<file path="config.mk">
export PLATFORM = sky130hd
export DESIGN_NAME = uam_top
export DESIGN_NICKNAME = d
export VERILOG_FILES = /design/src/common/uam_pkg.sv /design/src/hw/uam_top.sv
export VERILOG_INCLUDE_DIRS = /design/src /design/src/common
export SDC_FILE = /design/constraint.sdc
export NUM_CORES = 2
export LEC_CHECK = 0
export ABC_AREA = 1
export BUFFER_PORTS_ARGS = -buffer_cell sky130_fd_sc_hd__buf_4
export CELL_PAD_IN_SITES_DETAIL_PLACEMENT = 0
export CELL_PAD_IN_SITES_GLOBAL_PLACEMENT = 2
export CORE_MARGIN = 10
export CORE_UTILIZATION = 36
export CTS_BUF_LIST = sky130_fd_sc_hd__clkbuf_4 sky130_fd_sc_hd__clkbuf_8
export DETAILED_ROUTE_END_ITERATION = 10
export GPL_ROUTABILITY_DRIVEN = 1
export PLACE_DENSITY = 0.75
export REMOVE_ABC_BUFFERS = 1
export SLEW_MARGIN = 20
export SYNTH_ARGS = -nofsm -noshare
export SYNTH_HDL_FRONTEND = slang
export SYNTH_SLANG_ARGS = --single-unit
</file>
<file path="constraint.sdc">
create_clock -name clk_in -period 4.15 [get_ports clk_in]
set_input_delay 0.83 -clock clk_in [delete_from_list [all_inputs] [get_ports clk_in]]
set_output_delay 0.83 -clock clk_in [all_outputs]
set_load 0.1 [all_outputs]
</file>
<file path="src/common/uam_defines.svh">
`ifndef UAM_DEFINES_SVH
`define UAM_DEFINES_SVH
// ----------------------------------------
// Register byte offsets
// ----------------------------------------
`define UAM_OFS_CTRL 6'h00
`define UAM_OFS_LIVE 6'h04
`define UAM_OFS_EVT 6'h08
`define UAM_OFS_MASK 6'h0C
`define UAM_OFS_DIDX 6'h10
`define UAM_OFS_DDAT 6'h14
// ----------------------------------------
// Fields and reset values
// ----------------------------------------
`define UAM_CTRL_PROT 0
`define UAM_CTRL_FORCE_LSB 1
`define UAM_CTRL_RST 5'h00
`define UAM_MASK_RST 29'h0000000
`define UAM_EVT_SWITCH 24
`define UAM_EVT_OVER_LSB 25
`define UAM_LIVE_SEL 24
// ----------------------------------------
// Uplink frame and counts
// ----------------------------------------
`define UAM_SYNC_BYTE 8'hF6
`define UAM_IDLE_BYTE 8'h00
`define UAM_LAST_SLOT 4'hB
`define UAM_SYNC_HITS 2'h2
`define UAM_SYNC_MISS 2'h2
`define UAM_MAX_FRAME 14'h3E80
`define UAM_BER_WIN 125000
`define UAM_BER_LIMIT 8'h01
`define UAM_DDM_ITEMS 3'h5
`define UAM_DDM_LAST 6'h3B
`endif

</file>
<file path="src/common/uam_pkg.sv">
package uam_pkg;
  typedef logic [7:0] uam_byte_t;
  typedef enum logic [1:0] {
    UAM_DDM_IDLE = 2'b00,
    UAM_DDM_REQ = 2'b01,
    UAM_DDM_NEXT = 2'b10
  } uam_ddm_state_t;
endpackage

</file>
<file path="src/hw/uam_top.sv">
// Chosen here: the register addresses and the AXI4-Lite register port.
`timescale 1ns/1ps
`default_nettype none
`include "uam_defines.svh"
// Behaviour
// - Six STM-1, four gigabit ports and one VC4 slot-multiplexed onto uplinks and back.
// - With protection on, traffic uses uplink one, moving to uplink two on failure.
// - With protection off, uplink two is held down with laser off.
// - Gigabit ports run auto-negotiation, or forced 1000 Mbit/s full duplex.
// - Gigabit frames up to 16000 bytes are forwarded; longer ones flagged.
// - STM-1 path overhead D1-D12 bytes pass unchanged.
// - STM-1 B1 and B2 parity checked per port.
// - One backplane VC4 channel is carried alongside front ports.
// - Uplink signal-loss indication follows loss of optical input.
// - Uplink sync indication high while received uplink frame is aligned.
// - Gigabit port signal-loss indication follows loss of optical input.
// - Gigabit link indication high while Ethernet link is up and optical input is present.
// - STM-1 signal-loss indication follows loss of optical input.
// - STM-1 error flag set above threshold, cleared on error-free window.
// - Diagnostics of fitted optical modules are polled continuously.
// - Error threshold corresponds to bit error ratio of 1e-6.
module uam_top import uam_pkg::*; #(
  parameter int BER_WIN = `UAM_BER_WIN
) (
  input wire logic clk_in, // 200 MHz clock
  input wire logic rst_n_in, // Async reset, active low
  input wire logic ce_in, // Clock enable
  input wire logic [10:0][7:0] ch_dat_in, // Tributary bytes: 0-5 STM, 6-9 GE, 10 VC4
  input wire logic [10:0] ch_vld_in, // Tributary byte offered
  input wire logic [3:0] ge_eof_in, // Last byte of a GE frame
  input wire logic [5:0] stm_fs_in, // STM frame start
  input wire logic [5:0] stm_rs_in, // Byte lies in regenerator overhead
  input wire logic [5:0][7:0] stm_b1_in, // Received B1, valid at frame start
  input wire logic [5:0][7:0] stm_b2_in, // Received B2, valid at frame start
  input wire logic [1:0][7:0] up_rx_dat_in, // Uplink receive bytes
  input wire logic [1:0] up_rx_vld_in, // Uplink receive byte valid
  input wire logic [1:0] up_los_in, // Uplink optical loss pin
  input wire logic [3:0] ge_los_in, // GE optical loss pin
  input wire logic [3:0] ge_link_in, // GE PCS link pin
  input wire logic [5:0] stm_los_in, // STM optical loss pin
  input wire logic [11:0] ddm_fit_in, // Diagnostic module fitted pin
  input wire logic ddm_ack_in, // Diagnostic read done
  input wire logic [15:0] ddm_dat_in, // Diagnostic value
  output logic [10:0] ch_take_out, // Tributary byte taken
  output logic [7:0] up_tx_dat_out, // Uplink transmit byte
  output logic [1:0] up_tx_en_out, // Uplink laser enable
  output logic [10:0][7:0] rx_ch_dat_out, // Demultiplexed bytes
  output logic [10:0] rx_ch_vld_out, // Demultiplexed byte valid
  output logic [3:0] ge_an_en_out, // GE auto-negotiation enable
  output logic [1:0] up_los_out, // Uplink signal loss
  output logic [1:0] up_sync_out, // Uplink frame sync
  output logic [3:0] ge_los_out, // GE signal loss
  output logic [3:0] ge_link_out, // GE link up
  output logic [5:0] stm_los_out, // STM signal loss
  output logic [5:0] stm_err_out, // STM error ratio flag
  output logic ddm_req_out, // Diagnostic read request
  output logic [5:0] ddm_addr_out, // Diagnostic entry index
  output logic irq_out, // Interrupt, level
  input wire logic [5:0] s_axi_awaddr, // AXI write address
  input wire logic s_axi_awvalid, // AXI
  output logic s_axi_awready, // AXI
  input wire logic [31:0] s_axi_wdata, // AXI
  input wire logic [3:0] s_axi_wstrb, // AXI
  input wire logic s_axi_wvalid, // AXI
  output logic s_axi_wready, // AXI
  output logic [1:0] s_axi_bresp, // AXI
  output logic s_axi_bvalid, // AXI
  input wire logic s_axi_bready, // AXI
  input wire logic [5:0] s_axi_araddr, // AXI read address
  input wire logic s_axi_arvalid, // AXI
  output logic s_axi_arready, // AXI
  output logic [31:0] s_axi_rdata, // AXI
  output logic [1:0] s_axi_rresp, // AXI
  output logic s_axi_rvalid, // AXI
  input wire logic s_axi_rready // AXI
);
  function automatic logic [31:0] merge(input logic [31:0] o, input logic [31:0] n,
                                        input logic [3:0] s);
    for (int i = 0; i < 4; i++) begin
      if (s[i]) o[i*8 +: 8] = n[i*8 +: 8];
    end
    return o;
  endfunction
  function automatic logic [3:0] ones(input logic [7:0] v);
    logic [3:0] c;
    c = 4'h0;
    for (int i = 0; i < 8; i++) c = c + {3'h0, v[i]};
    return c;
  endfunction
  // ----------------------------------------
  // Pin synchronisers
  // ----------------------------------------
  logic [29:0] pin_a_q, pin_b_q;
  always_ff @(posedge clk_in or negedge rst_n_in) begin
    if (!rst_n_in) begin
      pin_a_q <= '0;
      pin_b_q <= '0;
    end else if (ce_in) begin
      pin_a_q <= {ddm_fit_in, stm_los_in, ge_link_in, ge_los_in, up_los_in};
      pin_b_q <= pin_a_q;
    end
  end
  // ----------------------------------------
  // Registers
  // ----------------------------------------
  logic [4:0] ctrl_q;
  logic [28:0] evt_q, mask_q;
  logic [5:0] didx_q, aw_q;
  logic [31:0] wd_q;
  logic [3:0] ws_q;
  logic aw_got_q, w_got_q, sel_q;
  logic [15:0] ddm_mem_q [60];
  logic [24:0] live_q;
  logic [28:0] evt_set;
  logic do_wr;
  assign do_wr = aw_got_q && w_got_q && !s_axi_bvalid;
  assign live_q = {sel_q, stm_err_out, stm_los_out, ge_link_out, ge_los_out, up_sync_out,
                   up_los_out};
  always_ff @(posedge clk_in or negedge rst_n_in) begin
    if (!rst_n_in) begin
      s_axi_awready <= 1'b1;
      s_axi_wready <= 1'b1;
      s_axi_bvalid <= 1'b0;
      s_axi_bresp <= 2'h0;
      aw_got_q <= 1'b0;
      w_got_q <= 1'b0;
      aw_q <= '0;
      wd_q <= '0;
      ws_q <= '0;
      ctrl_q <= `UAM_CTRL_RST;
      mask_q <= `UAM_MASK_RST;
      didx_q <= '0;
    end else if (ce_in) begin
      if (s_axi_awvalid && s_axi_awready) begin
        aw_q <= s_axi_awaddr;
        aw_got_q <= 1'b1;
        s_axi_awready <= 1'b0;
      end
      if (s_axi_wvalid && s_axi_wready) begin
        wd_q <= s_axi_wdata;
        ws_q <= s_axi_wstrb;
        w_got_q <= 1'b1;
        s_axi_wready <= 1'b0;
      end
      if (do_wr) begin
        aw_got_q <= 1'b0;
        w_got_q <= 1'b0;
        s_axi_bvalid <= 1'b1;
        s_axi_bresp <= 2'h0;
        case (aw_q)
          `UAM_OFS_CTRL: ctrl_q <= 5'(merge({27'h0, ctrl_q}, wd_q, ws_q));
          `UAM_OFS_MASK: mask_q <= 29'(merge({3'h0, mask_q}, wd_q, ws_q));
          `UAM_OFS_DIDX: didx_q <= 6'(merge({26'h0, didx_q}, wd_q, ws_q));
          `UAM_OFS_EVT, `UAM_OFS_LIVE, `UAM_OFS_DDAT: s_axi_bresp <= 2'h0;
          default: s_axi_bresp <= 2'h2;
        endcase
      end
      if (s_axi_bvalid && s_axi_bready) begin
        s_axi_bvalid <= 1'b0;
        s_axi_awready <= 1'b1;
        s_axi_wready <= 1'b1;
      end
    end
  end
  always_ff @(posedge clk_in or negedge rst_n_in) begin
    if (!rst_n_in) begin
      s_axi_arready <= 1'b1;
      s_axi_rvalid <= 1'b0;
      s_axi_rdata <= '0;
      s_axi_rresp <= 2'h0;
    end else if (ce_in) begin
      if (s_axi_arvalid && s_axi_arready) begin
        s_axi_arready <= 1'b0;
        s_axi_rvalid <= 1'b1;
        s_axi_rresp <= 2'h0;
        case (s_axi_araddr)
          `UAM_OFS_CTRL: s_axi_rdata <= {27'h0, ctrl_q};
          `UAM_OFS_LIVE: s_axi_rdata <= {7'h0, live_q};
          `UAM_OFS_EVT: s_axi_rdata <= {3'h0, evt_q};
          `UAM_OFS_MASK: s_axi_rdata <= {3'h0, mask_q};
          `UAM_OFS_DIDX: s_axi_rdata <= {26'h0, didx_q};
          `UAM_OFS_DDAT: s_axi_rdata <= {16'h0, ddm_mem_q[didx_q]};
          default: begin
            s_axi_rdata <= '0;
            s_axi_rresp <= 2'h2;
          end
        endcase
      end else if (s_axi_rvalid && s_axi_rready) begin
        s_axi_rvalid <= 1'b0;
        s_axi_arready <= 1'b1;
      end
    end
  end
  // ----------------------------------------
  // Events and interrupt
  // ----------------------------------------
  logic [24:0] live_old_q;
  logic [3:0] over_q;
  logic sw_q;
  // A fresh event beats a clear in the same cycle
  assign evt_set = {over_q, sw_q, live_q[23:0] ^ live_old_q[23:0]};
  always_ff @(posedge clk_in or negedge rst_n_in) begin
    if (!rst_n_in) begin
      live_old_q <= '0;
      evt_q <= '0;
      irq_out <= 1'b0;
    end else if (ce_in) begin
      live_old_q <= live_q;
      evt_q <= (do_wr && aw_q == `UAM_OFS_EVT) ?
               ((evt_q & ~29'(merge(32'h0, wd_q, ws_q))) | evt_set) : (evt_q | evt_set);
      irq_out <= |(evt_q & mask_q);
    end
  end
  a_irq_gated: assert property (@(posedge clk_in) disable iff (!rst_n_in || !ce_in)
    irq_out == $past(|(evt_q & mask_q))) else $error("irq not masked status");
  a_evt_change: assert property (@(posedge clk_in) disable iff (!rst_n_in || !ce_in)
    $past(ce_in) && (live_q[1:0] != $past(live_q[1:0])) |=> |evt_q[1:0])
    else $error("change lost");
  // ----------------------------------------
  // Indications and protection
  // ----------------------------------------
  logic [1:0] fsync_q;
  always_ff @(posedge clk_in or negedge rst_n_in) begin
    if (!rst_n_in) begin
      up_los_out <= '0;
      up_sync_out <= '0;
      ge_los_out <= '0;
      ge_link_out <= '0;
      stm_los_out <= '0;
      ge_an_en_out <= '0;
      up_tx_en_out <= '0;
      sel_q <= 1'b0;
      sw_q <= 1'b0;
    end else if (ce_in) begin
      up_los_out <= pin_b_q[1:0];
      up_sync_out <= fsync_q;
      ge_los_out <= pin_b_q[5:2];
      ge_link_out <= pin_b_q[9:6] & ~pin_b_q[5:2];
      stm_los_out <= pin_b_q[15:10];
      ge_an_en_out <= ~ctrl_q[4:1];
      up_tx_en_out <= {ctrl_q[`UAM_CTRL_PROT], 1'b1};
      sw_q <= 1'b0;
      if (!ctrl_q[`UAM_CTRL_PROT]) sel_q <= 1'b0;
      else if (!sel_q && (up_los_out[0] || !up_sync_out[0])) begin
        sel_q <= 1'b1;
        sw_q <= 1'b1;
      end
    end
  end
  a_switch_fail: assert property (@(posedge clk_in) disable iff (!rst_n_in || !ce_in)
    ctrl_q[0] && !sel_q && (up_los_out[0] || !up_sync_out[0]) |=> sel_q)
    else $error("no switch on failure");
  a_up2_dark: assert property (@(posedge clk_in) disable iff (!rst_n_in || !ce_in)
    !ctrl_q[0] |=> !up_tx_en_out[1] && !sel_q) else $error("uplink two lit");
  // ----------------------------------------
  // Transmit multiplexer
  // ----------------------------------------
  logic [3:0] tslot_q;
  always_ff @(posedge clk_in or negedge rst_n_in) begin
    if (!rst_n_in) begin
      tslot_q <= '0;
      up_tx_dat_out <= `UAM_IDLE_BYTE;
      ch_take_out <= '0;
    end else if (ce_in) begin
      tslot_q <= (tslot_q == `UAM_LAST_SLOT) ? 4'h0 : tslot_q + 4'h1;
      ch_take_out <= '0;
      if (tslot_q == 4'h0) up_tx_dat_out <= `UAM_SYNC_BYTE;
      else if (ch_vld_in[tslot_q - 4'h1]) begin
        // Bytes pass untouched, overhead included
        up_tx_dat_out <= ch_dat_in[tslot_q - 4'h1];
        ch_take_out[tslot_q - 4'h1] <= 1'b1;
      end else up_tx_dat_out <= `UAM_IDLE_BYTE;
    end
  end
  // ----------------------------------------
  // Receive framers and demultiplexer
  // ----------------------------------------
  logic [1:0][3:0] rpos_q;
  logic [1:0][1:0] hit_q, miss_q;
  logic [1:0] rv;
  assign rv = up_rx_vld_in & {ctrl_q[`UAM_CTRL_PROT], 1'b1};
  always_ff @(posedge clk_in or negedge rst_n_in) begin
    if (!rst_n_in) begin
      rpos_q <= '0;
      hit_q <= '0;
      miss_q <= '0;
      fsync_q <= '0;
    end else if (ce_in) begin
      for (int u = 0; u < 2; u++) begin
        if (u == 1 && !ctrl_q[`UAM_CTRL_PROT]) begin
          fsync_q[1] <= 1'b0;
          hit_q[1] <= '0;
        end else if (rv[u]) begin
          rpos_q[u] <= (rpos_q[u] == `UAM_LAST_SLOT) ? 4'h0 : rpos_q[u] + 4'h1;
          if (hit_q[u] == 2'h0 && !fsync_q[u]) begin
            if (up_rx_dat_in[u] == `UAM_SYNC_BYTE) begin
              rpos_q[u] <= 4'h1;
              hit_q[u] <= 2'h1;
            end
          end else if (rpos_q[u] == 4'h0) begin
            if (up_rx_dat_in[u] == `UAM_SYNC_BYTE) begin
              miss_q[u] <= '0;
              if (hit_q[u] == `UAM_SYNC_HITS) fsync_q[u] <= 1'b1;
              else hit_q[u] <= hit_q[u] + 2'h1;
            end else if (miss_q[u] + 2'h1 == `UAM_SYNC_MISS || !fsync_q[u]) begin
              fsync_q[u] <= 1'b0;
              hit_q[u] <= '0;
              miss_q[u] <= '0;
            end else miss_q[u] <= miss_q[u] + 2'h1;
          end
        end
      end
    end
  end
  always_ff @(posedge clk_in or negedge rst_n_in) begin
    if (!rst_n_in) begin
      rx_ch_dat_out <= '0;
      rx_ch_vld_out <= '0;
    end else if (ce_in) begin
      rx_ch_vld_out <= '0;
      if (rv[sel_q] && fsync_q[sel_q] && rpos_q[sel_q] != 4'h0) begin
        rx_ch_dat_out[rpos_q[sel_q] - 4'h1] <= up_rx_dat_in[sel_q];
        rx_ch_vld_out[rpos_q[sel_q] - 4'h1] <= 1'b1;
      end
    end
  end
  // ----------------------------------------
  // GE frame length
  // ----------------------------------------
  logic [3:0][13:0] glen_q;
  always_ff @(posedge clk_in or negedge rst_n_in) begin
    if (!rst_n_in) begin
      glen_q <= '0;
      over_q <= '0;
    end else if (ce_in) begin
      over_q <= '0;
      for (int g = 0; g < 4; g++) begin
        if (ch_take_out[6 + g]) begin
          if (ge_eof_in[g]) glen_q[g] <= '0;
          else if (glen_q[g] == `UAM_MAX_FRAME - 14'h1) over_q[g] <= 1'b1;
          else glen_q[g] <= glen_q[g] + 14'h1;
        end
      end
    end
  end
  // ----------------------------------------
  // STM parity and error ratio
  // ----------------------------------------
  logic [5:0][7:0] b1_q, b2_q;
  logic [5:0][16:0] win_q;
  logic [5:0][7:0] ecnt_q;
  always_ff @(posedge clk_in or negedge rst_n_in) begin
    if (!rst_n_in) begin
      b1_q <= '0;
      b2_q <= '0;
      win_q <= '0;
      ecnt_q <= '0;
      stm_err_out <= '0;
    end else if (ce_in) begin
      for (int p = 0; p < 6; p++) begin
        if (stm_fs_in[p]) begin
          b1_q[p] <= '0;
          b2_q[p] <= '0;
          if (ecnt_q[p] < 8'hF0)
            ecnt_q[p] <= ecnt_q[p] + {4'h0, ones(b1_q[p] ^ stm_b1_in[p])}
                         + {4'h0, ones(b2_q[p] ^ stm_b2_in[p])};
        end else if (ch_take_out[p]) begin
          b1_q[p] <= b1_q[p] ^ ch_dat_in[p];
          if (!stm_rs_in[p]) b2_q[p] <= b2_q[p] ^ ch_dat_in[p];
        end
        if (ch_take_out[p]) begin
          if (win_q[p] == 17'(BER_WIN - 1)) begin
            win_q[p] <= '0;
            ecnt_q[p] <= '0;
            if (ecnt_q[p] > `UAM_BER_LIMIT) stm_err_out[p] <= 1'b1;
            else if (ecnt_q[p] == 8'h00) stm_err_out[p] <= 1'b0;
          end else win_q[p] <= win_q[p] + 17'h1;
        end
      end
    end
  end
  // ----------------------------------------
  // Module diagnostics poller
  // ----------------------------------------
  uam_ddm_state_t dst_q;
  logic [2:0] ditem_q;
  logic [3:0] dmod_q;
  always_ff @(posedge clk_in or negedge rst_n_in) begin
    if (!rst_n_in) begin
      dst_q <= UAM_DDM_IDLE;
      ddm_req_out <= 1'b0;
      ddm_addr_out <= '0;
      ditem_q <= '0;
      dmod_q <= '0;
    end else if (ce_in) begin
      case (dst_q)
        UAM_DDM_IDLE: begin
          if (pin_b_q[16 + dmod_q]) begin
            ddm_req_out <= 1'b1;
            ddm_addr_out <= 6'(dmod_q * 5) + {3'h0, ditem_q};
            dst_q <= UAM_DDM_REQ;
          end else dst_q <= UAM_DDM_NEXT;
        end
        UAM_DDM_REQ: begin
          if (ddm_ack_in) begin
            ddm_req_out <= 1'b0;
            ddm_mem_q[ddm_addr_out] <= ddm_dat_in;
            dst_q <= UAM_DDM_NEXT;
          end
        end
        UAM_DDM_NEXT: begin
          dst_q <= UAM_DDM_IDLE;
          if (ditem_q == `UAM_DDM_ITEMS - 3'h1 || !pin_b_q[16 + dmod_q]) begin
            ditem_q <= '0;
            dmod_q <= (dmod_q == 4'hB) ? 4'h0 : dmod_q + 4'h1;
          end else ditem_q <= ditem_q + 3'h1;
        end
        default: dst_q <= UAM_DDM_IDLE;
      endcase
    end
  end
  a_ddm_hold: assert property (@(posedge clk_in) disable iff (!rst_n_in || !ce_in)
    ddm_req_out && !ddm_ack_in |=> ddm_req_out && $stable(ddm_addr_out))
    else $error("diag request dropped");
  a_bvalid_hold: assert property (@(posedge clk_in) disable iff (!rst_n_in || !ce_in)
    s_axi_bvalid && !s_axi_bready |=> s_axi_bvalid) else $error("bvalid dropped");
  a_los_track: assert property (@(posedge clk_in) disable iff (!rst_n_in || !ce_in)
    ce_in[*3] |=> stm_los_out == $past(stm_los_in, 3)) else $error("los lag");
endmodule // uam_top
`default_nettype wire

</file>
# --- After elaboration in Yosys (flattened, before gate mapping) ---
# Memory sizes are Yosys's and may differ from the RTL's.
# Index checks and enable logic that the tools add are counted.
totals:
  reg_bits: 726
  mem_bits_rw: 960
  out_inout_bits: 197
  elab_cells: 647
  memories: 1
op_classes:
  n_addsub: 119
  n_mul: 1
  magnitude_cmp: 18
  n_eq_ne: 57
  muxes: 195
  n_bitwise: 36
  n_reduce_logical: 124
memory_table:
  columns: ["name", "words", "word_bits", "read_ports", "rd_ports_with_merged_regs", "write_ports", "line_no", "text"]
  rows:
  - ["ddm_mem_q", 60, 16, 1, 0, 1, "uam_top.sv:112", "logic [15:0] ddm_mem_q [60];"]
ops:
  columns: ["operator", "count"]
  rows:
  - ["$mux W8", 66]
  - ["$add A4 B1 Y4", 48]
  - ["$xor A8 B8 Y8", 24]
  - ["$pmux W29 S6", 1]
  - ["$mux W14", 8]
  - ["$add A17 B1 Y17 const B", 6]
  - ["$eq A17 B17 Y1 const B", 6]
  - ["$mux W17", 6]
  - ["$add A8 B4 Y8", 12]
  - ["$bwmux W88", 1]
  - ["$mux W1", 66]
  - ["$and A29 B29 Y29", 2]
  - ["$or A29 B29 Y29", 2]
  - ["$add A14 B1 Y14 const B", 4]
  - ["$eq A14 B14 Y1 const B", 4]
  - ["$reduce_and A4 Y1", 14]
  - ["$reduce_and A2 Y1", 27]
  - ["$add A3 B1 Y4", 12]
  - ["$gt A8 B1 Y1 const B", 6]
  - ["$logic_not A8 Y1", 6]
  - ["$lt A8 B8 Y1 const B", 6]
  - ["$mux W2", 22]
  - ["$reduce_bool A2 Y1", 21]
  - ["$mux W4", 10]
  - ["other kinds (56)", 170]

# --- Longest topological paths before layout ---
depth:
  ltp_word: 14
  ltp_mapped: 21
  depth_no_buf: 21

# --- Least setup slack after synthesis ---
# Ideal clock, no wire load.
synth_timing:
  kind: "in2reg"
  startpoint: "in stm_b1_in[40] in the netlist's numbering"
  endpoint: "reg ecnt_q[46] in the netlist's numbering"
  setup_time_ns: 0.133
  arrival_time_ns: 4.512
  required_ns: 4.017
  setup_slack_ns: -0.495
  stages: 16
  cell_sequence: "xor2_1 > fa_1 > fa_1 > fa_1 > inv_1 > fa_1 > inv_1 > fa_1 > inv_1 > fa_1 > o21ai_0 > a21o_1 > nand3_1 > xor2_1 > o21ai_0 > o21ai_0"
synth_via:
  elab_chain_cells: 14
synth_rtl:
  columns: ["item", "line_no", "text"]
  rows:
  - ["start, declared", "uam_top.sv:33", "input wire logic [5:0][7:0] stm_b1_in,"]
  - ["$xor A8 B8 Y8 *", "uam_top.sv:365", "ecnt_q[p] <= ecnt_q[p] + {4'h0, ones(b1_q[p] ^ stm_b1_in[p])}"]
  - ["$add A1 B1 Y2 *", "uam_top.sv:87", "for (int i = 0; i < 8; i++) c = c + {3'h0, v[i]};"]
  - ["$add A2 B1 Y3 *", "uam_top.sv:87", null]
  - ["$add A3 B1 Y4 *", "uam_top.sv:87", null]
  - ["$add A4 B1 Y4 * (4 in a row)", "uam_top.sv:87", null]
  - ["$add A8 B4 Y8 *", "uam_top.sv:365", null]
  - ["$add A8 B4 Y8 *", "uam_top.sv:366", "+ {4'h0, ones(b2_q[p] ^ stm_b2_in[p])};"]
  - ["$mux W8 *", "uam_top.sv:364", "if (ecnt_q[p] < 8'hF0)"]
  - ["$mux W8 *", "uam_top.sv:361", "if (stm_fs_in[p]) begin"]
  - ["$mux W8", "uam_top.sv:372", "if (win_q[p] == 17'(BER_WIN - 1)) begin"]
  - ["$mux W8 *", "uam_top.sv:371", "if (ch_take_out[p]) begin"]
  - ["end signal, assigned by index", "uam_top.sv:365", null]
  - ["end, declared", "uam_top.sv:351", "logic [5:0][7:0] ecnt_q;"]
# Mark *: on every way between the ends. The rest lies on a longest branch, timed or not.
# A chain may end at the register's enable or synchronous reset.

# --- Final worst setup path ---
layout_timing:
  startpoint: "reg b1_q[14] in the netlist's numbering"
  endpoint: "reg ecnt_q[14] in the netlist's numbering"
layout_via:
  elab_chain_cells: 9
layout_rtl:
  columns: ["item", "line_no", "text"]
  rows:
  - ["start, declared", "uam_top.sv:349", "logic [5:0][7:0] b1_q, b2_q;"]
  - ["start signal, assigned by index", "uam_top.sv:368", "b1_q[p] <= b1_q[p] ^ ch_dat_in[p];"]
  - ["$xor A8 B8 Y8 *", "uam_top.sv:365", null]
  - ["$add A4 B1 Y4 * (2 in a row)", "uam_top.sv:87", null]
  - ["$add A8 B4 Y8 *", "uam_top.sv:365", null]
  - ["$add A8 B4 Y8 *", "uam_top.sv:366", null]
  - ["$mux W8 *", "uam_top.sv:364", null]
  - ["$mux W8 *", "uam_top.sv:361", null]
  - ["$mux W8", "uam_top.sv:372", null]
  - ["$mux W8 *", "uam_top.sv:371", null]
# Marks and branches as above.

==> key figures <==
Yosys
  • Syn Std Cell Area: 77100 sq um
  • Mapped Cells: about 8000
  • Synth area leaders: edfxtp_1, dfrtp_1, nand2_1
  • Post-synth top flop: edfxtp_1
  • Sequential area share after synthesis: between 60% and 70%
  • Count of cell types in the netlist: 62
  • Asr flop ratio synth: between 40% and 50%
  • EDFF count, synth: 960
  • Mean Syn Cell Area: 9.64 sq um
  • Yosys top cell by area: edfxtp_1
  • Flop and latch count out of synthesis: between 1500 and 2000
  • Synth warn: 0
  • Yosys top cell area share: 37.4%

Floorplanning
  • Die Wd: 483 um
  • Die Y: between 400 and 500 um
  • Placeable Area: about 210000 sq um
  • Die ar.: roughly 230000 sq um
  • Io pins: ~530
  • Placement row count: around 170
  • Starting Density: between 30% and 40%

Global route
  • First-pass GRT wire length: between 300 and 400 mm
  • Tot GR Track Use: between 20% and 30%
  • Vias in the first global route: roughly 59000
  • Initial antenna violation count: 30
  • Global route overflow: 0
  • Largest net degree at the start of global routing: between 150 and 200

Pwr
  • Int Pwr: about 37 mW
  • Logic gate share of total power: around 40%
  • Peak VDD IR: approximately 540 uV
  • Seq pwr share: 34.3%
  • Total power: ~60 mW
  • NetSw: 24.0 mW
  • Leakage: roughly 41 nW
  • PD cells: ~650 nW/um^2
  • Power share of the clock group: a little over a quarter
  • Switching Fraction: between 30% and 40%

Final layout
  • Area Overhead vs Synth: 20.3%
  • Footprint of the multi-input gates: about 26000 sq um
  • Layout Cells excl Fill: 11900
  • Reg area: 46900 sq um
  • Most frequent cells in the layout: nand2_1, edfxtp_1, nand3_1
  • Filler instances: 20700
  • Commonest non-fill, non-tap cell in the layout: nand2_1
  • Nets@finish: a little over 9000
  • Layout Utilization: between 40 and 50%
  • Cell area after layout: approximately 90000 sq um
  • Share of cells above drive strength 1: between 10% and 20%

Placed design
  • Post-DP HPWL: between 150 and 200 mm
  • GPL Wtd Cong: 0.838
  • Cell Area, Placed: approximately 85000 sq um
  • DP Worst Slack: -0.873 ns
  • PortBufs: between 500 and 600
  • DP Cell Count: around 11000

Critical path
  • CP max stage delay: approximately 0.6 ns
  • CP required: 5.01 ns
  • Crit-path cells: xor2_2, fa_1, fa_2, fa_1, fa_1, fa_2, inv_2, fa_2, o21ai_2, a21o_1, nand3_2, xor2_1, o21ai_1, o21ai_1
  • Worst Setup Start Kind: flip-flop
  • Crit Path Class: flip-flop to flip-flop
  • Kind of end point of the critical path: flip-flop
  • Crit path arrival time: 5.06 ns
  • Number of buffers and inverters on the critical path: 1
  • Crit-path leading delay family: adder cells
  • Crit path max fanout: 2
  • Crit path max-delay cell type: fa_1

Timing
  • Final Hold Viols: 0
  • Clock skew after layout: ~0.063 ns
  • Unrepaired setup endpoints after global routing: true
  • Setup_tns: -0.159 ns
  • Worst hold slack: approximately 0.099 ns
  • Period utilisation layout: 101%
  • Worst slew pin tran: between 0.9 and 1 ns
  • Fin crit period: about 4.2 ns
  • Setup ws final: -0.0527 ns
  • Final setup viols: 6
  • Worst slew margin: 33.4%
  • Fmax: 0.238 GHz
  • Final slew viol count: 0

Drt
  • DR iter-0 viols: about 4100
  • Highest Signal Layer: met5
  • DRT met1 WL: between 100 and 150 mm
  • Metal3 WL: 15.4 mm
  • Via-per-instance ratio: 4.97
  • Metal2 WL: ~110 mm
  • Routed WL per cell: roughly 21 um
  • First-pass DRT Iterations: 5
  • DRT antenna net count: 0
  • Via count: 59000
  • Final wirelength: about 250 mm
  • DRC Markers: 0

Job
  • Max cap viols: 0

Run status
  • Status: finished with violations
  • Failing checks: negative setup slack

Clock network
  • Cts bufs inserted: 321
  • Clock buffer depth: 4
  • Clock transition at path regs: around 0.050 ns
  • Sink Count: between 1500 and 2000
  • Clk Latency, worst-skew pair: 1.04 ns
  • H-tree depth: 5
  • Clock root buffer: clkbuf_8
  • CTS tree: yes

Min path
  • HP Class: primary input to flip-flop
## area by class of cell
type | count | area share (%)
antenna | 13 | 0.0351
clock buffer | 470 | 6.25
clock inverter | 74 | 0.475
inverter | 744 | 3.04
multi-input combinational | 5243 | 28.5
sequential | 1681 | 50.6
tap | 2821 | 3.81
timing repair buffer | 825 | 7.32
## kinds of logic (layout without fill, tap and decap cells)
group / Yosys count / after routing / share of synthesized area (%)
AO/OA/AOI/OAI: 884 / 884 / 6.31
XOR/XNOR: 169 / 169 / 1.92
adder cells (fa/ha/maj): 161 / 161 / 3.32
buffers and inverters: 1076 / 2113 / 5.41
flip-flops: 1681 / 1681 / 60.8
multiplexers: 13 / 13 / 0.190
other: 1 / 18 / 0.00487
AND/OR/NAND/NOR: 4011 / 4011 / 22.0
## cells in the mapped netlist, drive strengths merged, types with 42 or more instances
master,instances
nand2,2318
edfxtp,960
nand3,957
inv,730
dfrtp,718
o21ai,466
nor2,428
a21oi,266
clkbuf,218
nor3,141
xor2,127
buf,114
ha,88
fa,73
nand4,63
and3,52
xnor2,42
## repair_timing
| item | CTS | global route |
|---|---|---|
| setup endpoints to repair | 20 | 28 |
| hold buffers | 74 | 0 |
| gates resized for setup | 45 | 64 |
| pin swaps | 43 | 75 |
| endpoints found under the hold margin | 176 | 0 |
| buffers inserted | 6 | 11 |
## layer usage
metal,track usage (%),up-vias
met5,0,-
met4,6.95,34
met3,4.73,473
met2,33.3,1513
met1,27.5,28600
li1,-,28400
## registers in the layout, summed over array words and instances (netlist names), 11 cells and up
register       cells
pin_b_q           28
ddm_mem_q        960
pin_a_q           28
glen_q            56
wd_q              29
s_axi_rdata       29
b1_q              48
live_old_q        24
evt_q             29
rx_ch_vld_out     11
win_q            102
ecnt_q            48
b2_q              48
rx_ch_dat_out     88
mask_q            29
ch_take_out       11
## final timing paths
check / from / end / slack (ns) / cells after the start
max reg2reg: b1_q[14] / ecnt_q[14] / -0.05 / 14
max: b1_q[14] / ecnt_q[14] / -0.05 / 14
min: s_axi_wdata[19] / wd_q[19] / 0.1 / 3
min in group asynchronous: rst_n_in / glen_q[8] / 0.63 / 3
min reg2reg: pin_a_q[18] / pin_b_q[18] / 0.46 / 2
max in group asynchronous: rst_n_in / rx_ch_dat_out[80] / 2.07 / 4
## power by group through the flow
stage	Sequential [mW]	Clock [mW]	Combinational, mW
after floorplan	24.7	0	11.1
after global placement	21.0	0	21.8
after detailed placement	21.0	0	22.0
after CTS	20.7	16.7	22.7
after global routing	21.0	17.4	26.0
final	20.7	16.2	23.5
## worst reg2reg max path: cells and delay by family, from the launching register on
family	cells	cell delay, ns
adders and majority gates	6	2.70
AOI/OAI and AO/OA	4	0.50
DFF	1	0.41
xor gates and xnor gates	2	0.34
and+or+nand+nor	1	0.06
buffers and inverters	1	0.05
No activity file was read; power rests on OpenSTA's default activity.
